### src/core/rx_cfg_consts.svh
/*
 Register offsets, field positions, reset values and timing figures
 for the receiver configuration block.
 Assumes a 20 MHz system clock; included by its bare name.
*/
`ifndef RX_CFG_CONSTS_SVH
`define RX_CFG_CONSTS_SVH

// Register offsets on the serial register port
`define ADDR_FRF_LSB 7'h09
`define ADDR_OSC 7'h0a
`define ADDR_AFC 7'h0b
`define ADDR_LOWBAT 7'h0c
`define ADDR_LISTEN1 7'h0d
`define ADDR_LISTEN2 7'h0e
`define ADDR_LISTEN3 7'h0f

// Field positions
`define OSC_CAL_START 7
`define OSC_CAL_DONE 6
`define AFC_LOW_INDEX 5
`define LB_LIVE 4
`define LB_ENABLE 3
`define LB_TRIM_LSB 0
`define LS_IDLE_LSB 6
`define LS_RX_LSB 4
`define LS_CRIT 3
`define LS_END_LSB 1

// Reset values
`define RST_FRF_LSB 8'h00
`define RST_AFC_LOW 1'b0
`define RST_LB_EN 1'b0
`define RST_LB_TRIM 3'h2
`define RST_IDLE_BASE 2'h2
`define RST_RX_BASE 2'h1
`define RST_CRIT 1'b0
`define RST_END 2'h1
`define RST_IDLE_COEF 8'hf5
`define RST_RX_COEF 8'h20

// Timing figures in microseconds, clock rate in MHz
`define CLK_MHZ 20
`define TB_SHORT_US 64
`define TB_MID_US 4100
`define TB_LONG_US 262000
`define CAL_TIME_US 5

`endif

### src/core/rx_cfg_pkg.sv
/*
 Types shared by the receiver configuration block.
 Assumes nothing of its surroundings.
*/
package rx_cfg_pkg;
	typedef enum logic [2:0] {
		MODE_SLEEP = 3'b000,
		MODE_STANDBY = 3'b001,
		MODE_SYNTH = 3'b010,
		MODE_RX = 3'b100
	} chip_mode_e;
	typedef enum logic [2:0] {
		LS_OFF = 3'b000,
		LS_IDLE = 3'b001,
		LS_RX = 3'b010,
		LS_HOLD = 3'b011,
		LS_STOP = 3'b100
	} listen_state_e;
	typedef enum logic [1:0] {
		END_STAY = 2'b00,
		END_TO_MODE = 2'b01,
		END_RESUME = 2'b10
	} end_action_e;
endpackage

### src/core/timebase_link_if.sv
/*
 Link between the register block and the RC time base unit.
 Assumes both ends run on the same system clock.
*/
`timescale 1ns/1ns
interface timebase_link_if;
	logic calStart;
	logic calDone;
	logic [1:0] baseCode;
	logic baseRestart;
	logic unitTick;
	modport regs (output calStart, output baseCode, output baseRestart,
		input calDone, input unitTick);
	modport unit (input calStart, input baseCode, input baseRestart,
		output calDone, output unitTick);
endinterface

### src/core/rc_timebase.sv
/*
 RC oscillator calibration timer and listen time base tick generator.
 Assumes an asynchronous active-low reset already released cleanly.
*/
`timescale 1ns/1ns
`include "rx_cfg_consts.svh"
module rc_timebase #(
	parameter int unsigned MID_CYCLES = `TB_MID_US * `CLK_MHZ,
	parameter int unsigned LONG_CYCLES = `TB_LONG_US * `CLK_MHZ,
	parameter int unsigned CAL_CYCLES = `CAL_TIME_US * `CLK_MHZ
) (
	input wire logic mclk,
	input wire logic rstInt_n,
	timebase_link_if.unit lnk
);
	localparam logic [22:0] SHORT_CYCLES = 23'(`TB_SHORT_US * `CLK_MHZ);

	logic [22:0] baseCnt;
	logic [15:0] calCnt;

	// Unit length per code; code 00 is reserved and falls back to the shortest
	function automatic logic [22:0] baseCycles(input logic [1:0] code);
		case (code)
			2'h2: baseCycles = MID_CYCLES[22:0];
			2'h3: baseCycles = LONG_CYCLES[22:0];
			default: baseCycles = SHORT_CYCLES;
		endcase
	endfunction

	wire [22:0] unitLen = baseCycles(lnk.baseCode);
	wire unitEnd = (baseCnt == unitLen - 23'h1);

	// One-cycle tick at the end of every time base unit
	always_ff @(posedge mclk or negedge rstInt_n) begin
		if (!rstInt_n) begin
			baseCnt <= 23'h0;
			lnk.unitTick <= 1'b0;
		end else if (lnk.baseRestart) begin
			baseCnt <= 23'h0;
			lnk.unitTick <= 1'b0;
		end else begin
			baseCnt <= unitEnd ? 23'h0 : baseCnt + 23'h1;
			lnk.unitTick <= unitEnd;
		end
	end

	// Calibration runs a fixed count; done drops the cycle after a start
	always_ff @(posedge mclk or negedge rstInt_n) begin
		if (!rstInt_n) begin
			calCnt <= 16'h0;
			lnk.calDone <= 1'b1;
		end else if (lnk.calStart) begin
			calCnt <= CAL_CYCLES[15:0] - 16'h1;
			lnk.calDone <= 1'b0;
		end else if (!lnk.calDone) begin
			calCnt <= calCnt - 16'h1;
			lnk.calDone <= (calCnt == 16'h0);
		end
	end
endmodule

### src/core/rx_osc_lowbat_listen_config.sv
/*
 Configuration and status registers for the oscillator, AFC, low
 battery detector and listen mode, reached over the serial register
 port, plus the listen cycling controller they steer.
 Assumes the serial pins and detector inputs are synchronous to mclk.
*/
`timescale 1ns/1ns
`include "rx_cfg_consts.svh"
module rx_osc_lowbat_listen_config #(
	parameter int unsigned MID_CYCLES = `TB_MID_US * `CLK_MHZ,
	parameter int unsigned LONG_CYCLES = `TB_LONG_US * `CLK_MHZ,
	parameter int unsigned CAL_CYCLES = `CAL_TIME_US * `CLK_MHZ
) (
	input wire logic mclk,
	input wire logic rst_n,
	input wire logic sck,
	input wire logic mosi,
	input wire logic spiSel_n,
	output logic miso,
	output logic misoOe,
	input wire logic supplyDetectorOut,
	input wire logic listenOn,
	input wire logic [2:0] modeSelect,
	input wire logic rssiAbove,
	input wire logic syncAddressMatch,
	input wire logic packetCompleteFlag,
	input wire logic rxTimeout,
	output logic [7:0] carrierFreqLow,
	output logic afcLowIndexSelect,
	output logic supplyDetectorEnable,
	output logic [2:0] supplyThresholdTrim,
	output logic [2:0] chipMode,
	output logic discardBuffer,
	output logic listenStopped
);
	logic [1:0] rstSync;
	wire rstInt_n = rstSync[1];

	// Reset release through two flops; assertion stays asynchronous
	always_ff @(posedge mclk or negedge rst_n) begin
		if (!rst_n) begin
			rstSync <= 2'h0;
		end else begin
			rstSync <= {rstSync[0], 1'b1};
		end
	end

	timebase_link_if lnk();

	rc_timebase #(
		.MID_CYCLES(MID_CYCLES),
		.LONG_CYCLES(LONG_CYCLES),
		.CAL_CYCLES(CAL_CYCLES)
	) timebase (
		.mclk(mclk),
		.rstInt_n(rstInt_n),
		.lnk(lnk)
	);

	// Serial port state: first byte is write flag plus address
	logic sckPrev;
	logic [2:0] bitCnt;
	logic addrPhase;
	logic writeAccess;
	logic [6:0] regAddr;
	logic [7:0] inShift;
	logic [7:0] outShift;

	// Register contents
	logic [1:0] idleBase;
	logic [1:0] rxBase;
	logic criterion;
	logic [1:0] endAction;
	logic [7:0] idleCoef;
	logic [7:0] rxCoef;
	logic calStartPulse;
	logic supplyLowLive;

	// Edge and byte decode
	wire sckRise = !spiSel_n && sck && !sckPrev;
	wire sckFall = !spiSel_n && !sck && sckPrev;
	wire byteDone = sckRise && (bitCnt == 3'h7);
	wire [7:0] byteIn = {inShift[6:0], mosi};
	wire regWrite = byteDone && !addrPhase && writeAccess;
	wire [6:0] nextAddr = addrPhase ? byteIn[6:0] : regAddr + 7'h01;

	// Address decode for the write path
	wire hitFrf = regWrite && (regAddr == `ADDR_FRF_LSB);
	wire hitOsc = regWrite && (regAddr == `ADDR_OSC);
	wire hitAfc = regWrite && (regAddr == `ADDR_AFC);
	wire hitLowBat = regWrite && (regAddr == `ADDR_LOWBAT);
	wire hitListen1 = regWrite && (regAddr == `ADDR_LISTEN1);
	wire hitListen2 = regWrite && (regAddr == `ADDR_LISTEN2);
	wire hitListen3 = regWrite && (regAddr == `ADDR_LISTEN3);

	// Read view of each register; start bit and unused bits read zero
	function automatic logic [7:0] regRead(input logic [6:0] addr);
		case (addr)
			`ADDR_FRF_LSB: regRead = carrierFreqLow;
			`ADDR_OSC: regRead = {1'b0, lnk.calDone, 6'h00};
			`ADDR_AFC: regRead = {2'h0, afcLowIndexSelect, 5'h00};
			`ADDR_LOWBAT: regRead = {3'h0, supplyLowLive, supplyDetectorEnable,
				supplyThresholdTrim};
			`ADDR_LISTEN1: regRead = {idleBase, rxBase, criterion, endAction, 1'b0};
			`ADDR_LISTEN2: regRead = idleCoef;
			`ADDR_LISTEN3: regRead = rxCoef;
			default: regRead = 8'h00;
		endcase
	endfunction

	wire [7:0] readData = regRead(nextAddr);

	// Serial framing; deselect restarts at the address byte
	always_ff @(posedge mclk or negedge rstInt_n) begin
		if (!rstInt_n) begin
			sckPrev <= 1'b0;
			bitCnt <= 3'h0;
			addrPhase <= 1'b1;
			writeAccess <= 1'b0;
			regAddr <= 7'h00;
			inShift <= 8'h00;
		end else if (spiSel_n) begin
			sckPrev <= sck;
			bitCnt <= 3'h0;
			addrPhase <= 1'b1;
		end else begin
			sckPrev <= sck;
			if (sckRise) begin
				bitCnt <= bitCnt + 3'h1;
				inShift <= byteIn;
			end
			if (byteDone) begin
				addrPhase <= 1'b0;
				regAddr <= nextAddr; // Burst moves to the next address
				if (addrPhase) begin
					writeAccess <= byteIn[7];
				end
			end
		end
	end

	// Read data loads at each byte end and shifts out on falling edges
	always_ff @(posedge mclk or negedge rstInt_n) begin
		if (!rstInt_n) begin
			outShift <= 8'h00;
			miso <= 1'b0;
			misoOe <= 1'b0;
		end else begin
			misoOe <= !spiSel_n;
			if (byteDone) begin
				outShift <= readData;
			end else if (sckFall) begin
				miso <= outShift[7];
				outShift <= {outShift[6:0], 1'b0};
			end
		end
	end

	// Register writes; writes to read-only bits are dropped
	always_ff @(posedge mclk or negedge rstInt_n) begin
		if (!rstInt_n) begin
			carrierFreqLow <= `RST_FRF_LSB;
			afcLowIndexSelect <= `RST_AFC_LOW;
			supplyDetectorEnable <= `RST_LB_EN;
			supplyThresholdTrim <= `RST_LB_TRIM;
			idleBase <= `RST_IDLE_BASE;
			rxBase <= `RST_RX_BASE;
			criterion <= `RST_CRIT;
			endAction <= `RST_END;
			idleCoef <= `RST_IDLE_COEF;
			rxCoef <= `RST_RX_COEF;
			calStartPulse <= 1'b0;
		end else begin
			calStartPulse <= hitOsc && byteIn[`OSC_CAL_START];
			if (hitFrf) carrierFreqLow <= byteIn;
			if (hitAfc) afcLowIndexSelect <= byteIn[`AFC_LOW_INDEX];
			if (hitLowBat) begin
				supplyDetectorEnable <= byteIn[`LB_ENABLE];
				supplyThresholdTrim <= byteIn[`LB_TRIM_LSB +: 3];
			end
			if (hitListen1) begin
				idleBase <= byteIn[`LS_IDLE_LSB +: 2];
				rxBase <= byteIn[`LS_RX_LSB +: 2];
				criterion <= byteIn[`LS_CRIT];
				endAction <= byteIn[`LS_END_LSB +: 2];
			end
			if (hitListen2) idleCoef <= byteIn;
			if (hitListen3) rxCoef <= byteIn;
		end
	end

	// Detector output is passed through live, never latched
	always_ff @(posedge mclk or negedge rstInt_n) begin
		if (!rstInt_n) begin
			supplyLowLive <= 1'b0;
		end else begin
			supplyLowLive <= supplyDetectorEnable && supplyDetectorOut;
		end
	end

	// Listen cycling controller
	rx_cfg_pkg::listen_state_e state;
	rx_cfg_pkg::listen_state_e next_state;
	logic [7:0] unitsLeft;
	logic stopToMode;
	logic discardPending;
	logic [2:0] next_chipMode;

	wire accept = rssiAbove && (!criterion || syncAddressMatch);
	wire endEvent = packetCompleteFlag || rxTimeout;
	wire phaseEnd = (unitsLeft == 8'h00) || (lnk.unitTick && unitsLeft == 8'h01);
	wire phaseEntry = (next_state != state) &&
		(next_state == rx_cfg_pkg::LS_IDLE || next_state == rx_cfg_pkg::LS_RX);

	assign lnk.calStart = calStartPulse;
	assign lnk.baseCode = (state == rx_cfg_pkg::LS_IDLE) ? idleBase : rxBase;
	assign lnk.baseRestart = phaseEntry;

	// Next state; dropping the listen enable always returns to off
	always_comb begin
		next_state = state;
		case (state)
			rx_cfg_pkg::LS_OFF: if (listenOn) next_state = rx_cfg_pkg::LS_IDLE;
			rx_cfg_pkg::LS_IDLE: if (phaseEnd) next_state = rx_cfg_pkg::LS_RX;
			rx_cfg_pkg::LS_RX: begin
				if (accept && endAction == rx_cfg_pkg::END_STAY) begin
					next_state = rx_cfg_pkg::LS_STOP;
				end else if (accept) begin
					next_state = rx_cfg_pkg::LS_HOLD;
				end else if (phaseEnd) begin
					next_state = rx_cfg_pkg::LS_IDLE;
				end
			end
			rx_cfg_pkg::LS_HOLD: begin
				if (endEvent && endAction == rx_cfg_pkg::END_RESUME) begin
					next_state = rx_cfg_pkg::LS_IDLE;
				end else if (endEvent) begin
					next_state = rx_cfg_pkg::LS_STOP;
				end
			end
			rx_cfg_pkg::LS_STOP: next_state = rx_cfg_pkg::LS_STOP;
			default: next_state = rx_cfg_pkg::LS_OFF;
		endcase
		if (!listenOn) next_state = rx_cfg_pkg::LS_OFF;
	end

	// Chip mode follows the listen phase, else the selected mode
	always_comb begin
		case (next_state)
			rx_cfg_pkg::LS_IDLE: next_chipMode = rx_cfg_pkg::MODE_SLEEP;
			rx_cfg_pkg::LS_RX: next_chipMode = rx_cfg_pkg::MODE_RX;
			rx_cfg_pkg::LS_HOLD: next_chipMode = rx_cfg_pkg::MODE_RX;
			rx_cfg_pkg::LS_STOP: begin
				if (stopToMode || state == rx_cfg_pkg::LS_HOLD) begin
					next_chipMode = modeSelect;
				end else begin
					next_chipMode = rx_cfg_pkg::MODE_RX;
				end
			end
			default: next_chipMode = modeSelect;
		endcase
	end

	// Phase units count down; each phase reloads its own coefficient
	always_ff @(posedge mclk or negedge rstInt_n) begin
		if (!rstInt_n) begin
			state <= rx_cfg_pkg::LS_OFF;
			unitsLeft <= 8'h00;
			chipMode <= rx_cfg_pkg::MODE_STANDBY;
			listenStopped <= 1'b0;
			stopToMode <= 1'b0;
		end else begin
			state <= next_state;
			chipMode <= next_chipMode;
			listenStopped <= (next_state == rx_cfg_pkg::LS_STOP);
			if (next_state == rx_cfg_pkg::LS_STOP && state == rx_cfg_pkg::LS_HOLD) begin
				stopToMode <= 1'b1;
			end else if (next_state != rx_cfg_pkg::LS_STOP) begin
				stopToMode <= 1'b0;
			end
			if (phaseEntry) begin
				unitsLeft <= (next_state == rx_cfg_pkg::LS_IDLE) ? idleCoef : rxCoef;
			end else if (lnk.unitTick && unitsLeft != 8'h00) begin
				unitsLeft <= unitsLeft - 8'h01;
			end
		end
	end

	// Buffer is discarded at the first receive wakeup after a resume
	always_ff @(posedge mclk or negedge rstInt_n) begin
		if (!rstInt_n) begin
			discardPending <= 1'b0;
			discardBuffer <= 1'b0;
		end else begin
			discardBuffer <= discardPending && phaseEntry &&
				next_state == rx_cfg_pkg::LS_RX;
			if (state == rx_cfg_pkg::LS_HOLD && next_state == rx_cfg_pkg::LS_IDLE) begin
				discardPending <= 1'b1;
			end else if (next_state == rx_cfg_pkg::LS_OFF || discardBuffer) begin
				discardPending <= 1'b0;
			end
		end
	end
endmodule

### config.mk
export PLATFORM = sky130hd
export DESIGN_NAME = rx_osc_lowbat_listen_config
export DESIGN_NICKNAME = d
export VERILOG_FILES = /design/src/core/rx_cfg_pkg.sv /design/src/core/timebase_link_if.sv /design/src/core/rc_timebase.sv /design/src/core/rx_osc_lowbat_listen_config.sv
export VERILOG_INCLUDE_DIRS = /design/src /design/src/core
export SDC_FILE = /design/constraint.sdc
export NUM_CORES = 1
export LEC_CHECK = 0
export BUFFER_PORTS_ARGS = -buffer_cell sky130_fd_sc_hd__clkbuf_2
export CORE_ASPECT_RATIO = 1.25
export CORE_UTILIZATION = 35
export CTS_BUF_LIST = sky130_fd_sc_hd__clkbuf_4 sky130_fd_sc_hd__clkbuf_8
export DETAILED_ROUTE_END_ITERATION = 7
export PLACE_DENSITY = 0.58
export SETUP_SLACK_MARGIN = 0.3
export SLEW_MARGIN = 20
export SYNTH_ARGS = -nofsm -noshare
export SYNTH_HDL_FRONTEND = slang
export SYNTH_SLANG_ARGS = --single-unit
### constraint.sdc
create_clock -name mclk -period 9.4 [get_ports mclk]
set_input_delay 1.88 -clock mclk [delete_from_list [all_inputs] [get_ports mclk]]
set_output_delay 1.88 -clock mclk [all_outputs]
set_load 0.1 [all_outputs]
==> results.ini <==
[routing]
wl_met1_um=6156
dr.max_layer_used=met4
drt-wirelength-per-cell_um=15.89
routed_wl_um=14120
ant_nets=0
vias=4672
drc=0
drtIter0Drc=213
route.met2.wl_um=7427
drt-pass1-iter-count=4
dr_wl_met3_um=348
viasPerCell=5.255

[clock_tree]
cts_tree=done
post_cts_resized=0
cts_max_level=4
clkTransAtPathRegs_ns=0.07
numCtsBuffers=17
ctsHoldBuffers=0
cts.path.max_buffers=2
root_buffer=clkbuf_8
clock_latency_ns=0.44
cts.sinks=129
cts_setup_buffers=0

[critical_path]
crit_path_start_kind=input port
r2r_start=state[0]$_DFF_PN0_
worst-r2r-cell-count=7
end_kind=flop
required_ns=9.68
worstSetupPathType=in2reg
timing.rr.end=timebase.baseCnt[5]$_DFF_PN0_
path_max_fanout=22
arrival_ns=4.30
startpoint=syncAddressMatch
r2r_slack_ns=6.24

[synthesis]
synthDistinctLibCells=61
async_flop_share=1.000
synth_top_cell_by_area=dfrtp_1
synth_top_area_share=0.4432
ys_warn_count=0
syn_avg_cell_area_um2=10.56
synth-edff-count=0
syn_inst=615
ys_top_cells_by_count=dfrtp_1 (115), nand2_1 (67), nor2_1 (62)
synth.most_common_cell=dfrtp_1
yosysSeqAreaShare=0.4999
synth_nets=639
synthFlopType=dfrtp_1
syn-cell-area_um2=6492
yosys_register_bits=129
netlist_top_cells_area=dfrtp_1 (44%), mux2_2 (8.5%), dfstp_2 (5.7%)

[hold_path]
hold_depth=0
hold_class=reg2reg
holdCritStartpoint=rstSync[0]$_DFF_PN0_
whs_endpoint=rstSync[1]$_DFF_PN0_

[floorplan]
die_height_um=154.3
row_count=55
pin_count=34
core_um2=18170
start_util=0.3574
die-area_um2=19100
dieWidth_um=123.8

[final_layout]
area_growth_pct=11.56
final_area_um2=7243
drive_gt1_frac=0.2194
nets=672
fin_cells=889
n_fill_cell=1768
seq_area_um2=3249
antenna_cells=0
multiInputGateArea_um2=3084

[pwr]
power_density_nw_per_um2=176.2
total_leakage_power_nw=3.231
power_mw=1.276
peakVddDrop_uv=83.13

[job]
max-cap-violations=0

[timing]
setup-tns-final_ns=0
final.min_clock_period_ns=4.023
hold-worst-slack_ns=0.3587
hold_viol=0
setup_viol=0
slew_violations=0
rsz0062_at_grt=false
fin_crit_sh=0.4279
skew_ns=0.01466
tightest_slew_ns=0.9284
max_slew_margin=0.3634
fmax_mhz=248.6

[place]
placedCellCount=857
portBuffers=33
dp_hpwl_um=9995
dpl-instance-area_um2=6870
gp_congestion=0.8526

[global_route]
globalRouteTotalUtil=0.1609
antenna_found_initial=0
grt_pass1_vias=4722
grt_overflow_total=0
grt_max_degree=70
grt_pass1_wl_um=23820

[status]
status=finished clean

## kinds of logic after synthesis
family,count (synthesis),share of synthesized area
AOI/OAI and AO/OA,77,0.08114
xor gates and xnor gates,43,0.05801
adders and majority gates,10,0.01927
buffers and inverters,39,0.02505
DFF,129,0.4999
muxes,76,0.1343
other,1,0.0005776
and+or+nand+nor,240,0.1817
## sequential cells by signal, summed over array words and instances, names as in the netlist, 2 cells and up
name	flops
supplyThresholdTrim	3
carrierFreqLow	8
idleBase	2
endAction	2
rxBase	2
rstSync	2
timebase.baseCnt	23
timebase.calCnt	16
regAddr	7
bitCnt	3
rxCoef	8
chipMode	3
idleCoef	8
state	3
inShift	7
unitsLeft	8
outShift	8
## cell usage in the layout, fill, tap and decap left out, types with 18 or more instances in the layout
master / Yosys / layout
nand3_1: 19 / 19
nand2_1: 67 / 67
dfrtp_1: 115 / 114
xor2_1: 18 / 18
clkbuf_2: 0 / 33
mux2_2: 49 / 49
clkbuf_8: 0 / 18
nor2_1: 62 / 62
xnor2_1: 25 / 25
mux2i_1: 23 / 23
## where the power goes
group          switching, mW  internal (mW)  total [mW]
clock                  0.222          0.222       0.444
sequential            0.0582          0.584       0.643
combinational          0.119         0.0702       0.189
## how the worst max path moves through the flow
stage	to	depth (start not counted)	slack (ns)
global placement	carrierFreqLow[7]$_DFFE_PN0P_	9	5.02
finish	timebase.baseCnt[5]$_DFF_PN0_	8	5.38
floorplan	afcLowIndexSelect$_DFFE_PN0P_	0	5.56
detailed placement	timebase.baseCnt[13]$_DFF_PN0_	8	4.98
CTS	timebase.baseCnt[5]$_DFF_PN0_	8	5.41
global route	timebase.baseCnt[5]$_DFF_PN0_	8	5.11
## critical path: stages
cell and delay [ns]:
clkbuf_2 0.07, nand2b_1 0.19, a311oi_1 0.52, nor4_1 0.13, a211oi_2 0.22, or4b_4 0.52
nand3_1 0.62, nor2_1 0.13
## metal layers
| layer | vias up | GRT usage |
|---|---|---|
| li1 | 2244 | - |
| met1 | 2353 | 0.1978 |
| met2 | 56 | 0.2754 |
| met3 | 19 | 0.03761 |
| met4 | 0 | 0.04934 |
| met5 | - | 0 |
## final cells by class
class,count,share of cell area
timing repair buffer,36,0.02591
clock buffer,20,0.03628
tap,228,0.03939
sequential,129,0.4486
inverter,17,0.008810
multi-input combinational,447,0.4258
clock inverter,12,0.01520
## stage by stage
step,utilization,worst slack (ns)
after global placement,0.3782,5.020
after detailed placement,0.3782,4.977
after floorplan,-,5.564
after global routing,0.3987,5.110
final,0.3987,5.377
after CTS,0.3987,5.409
(Power assumes the default switching activity.)
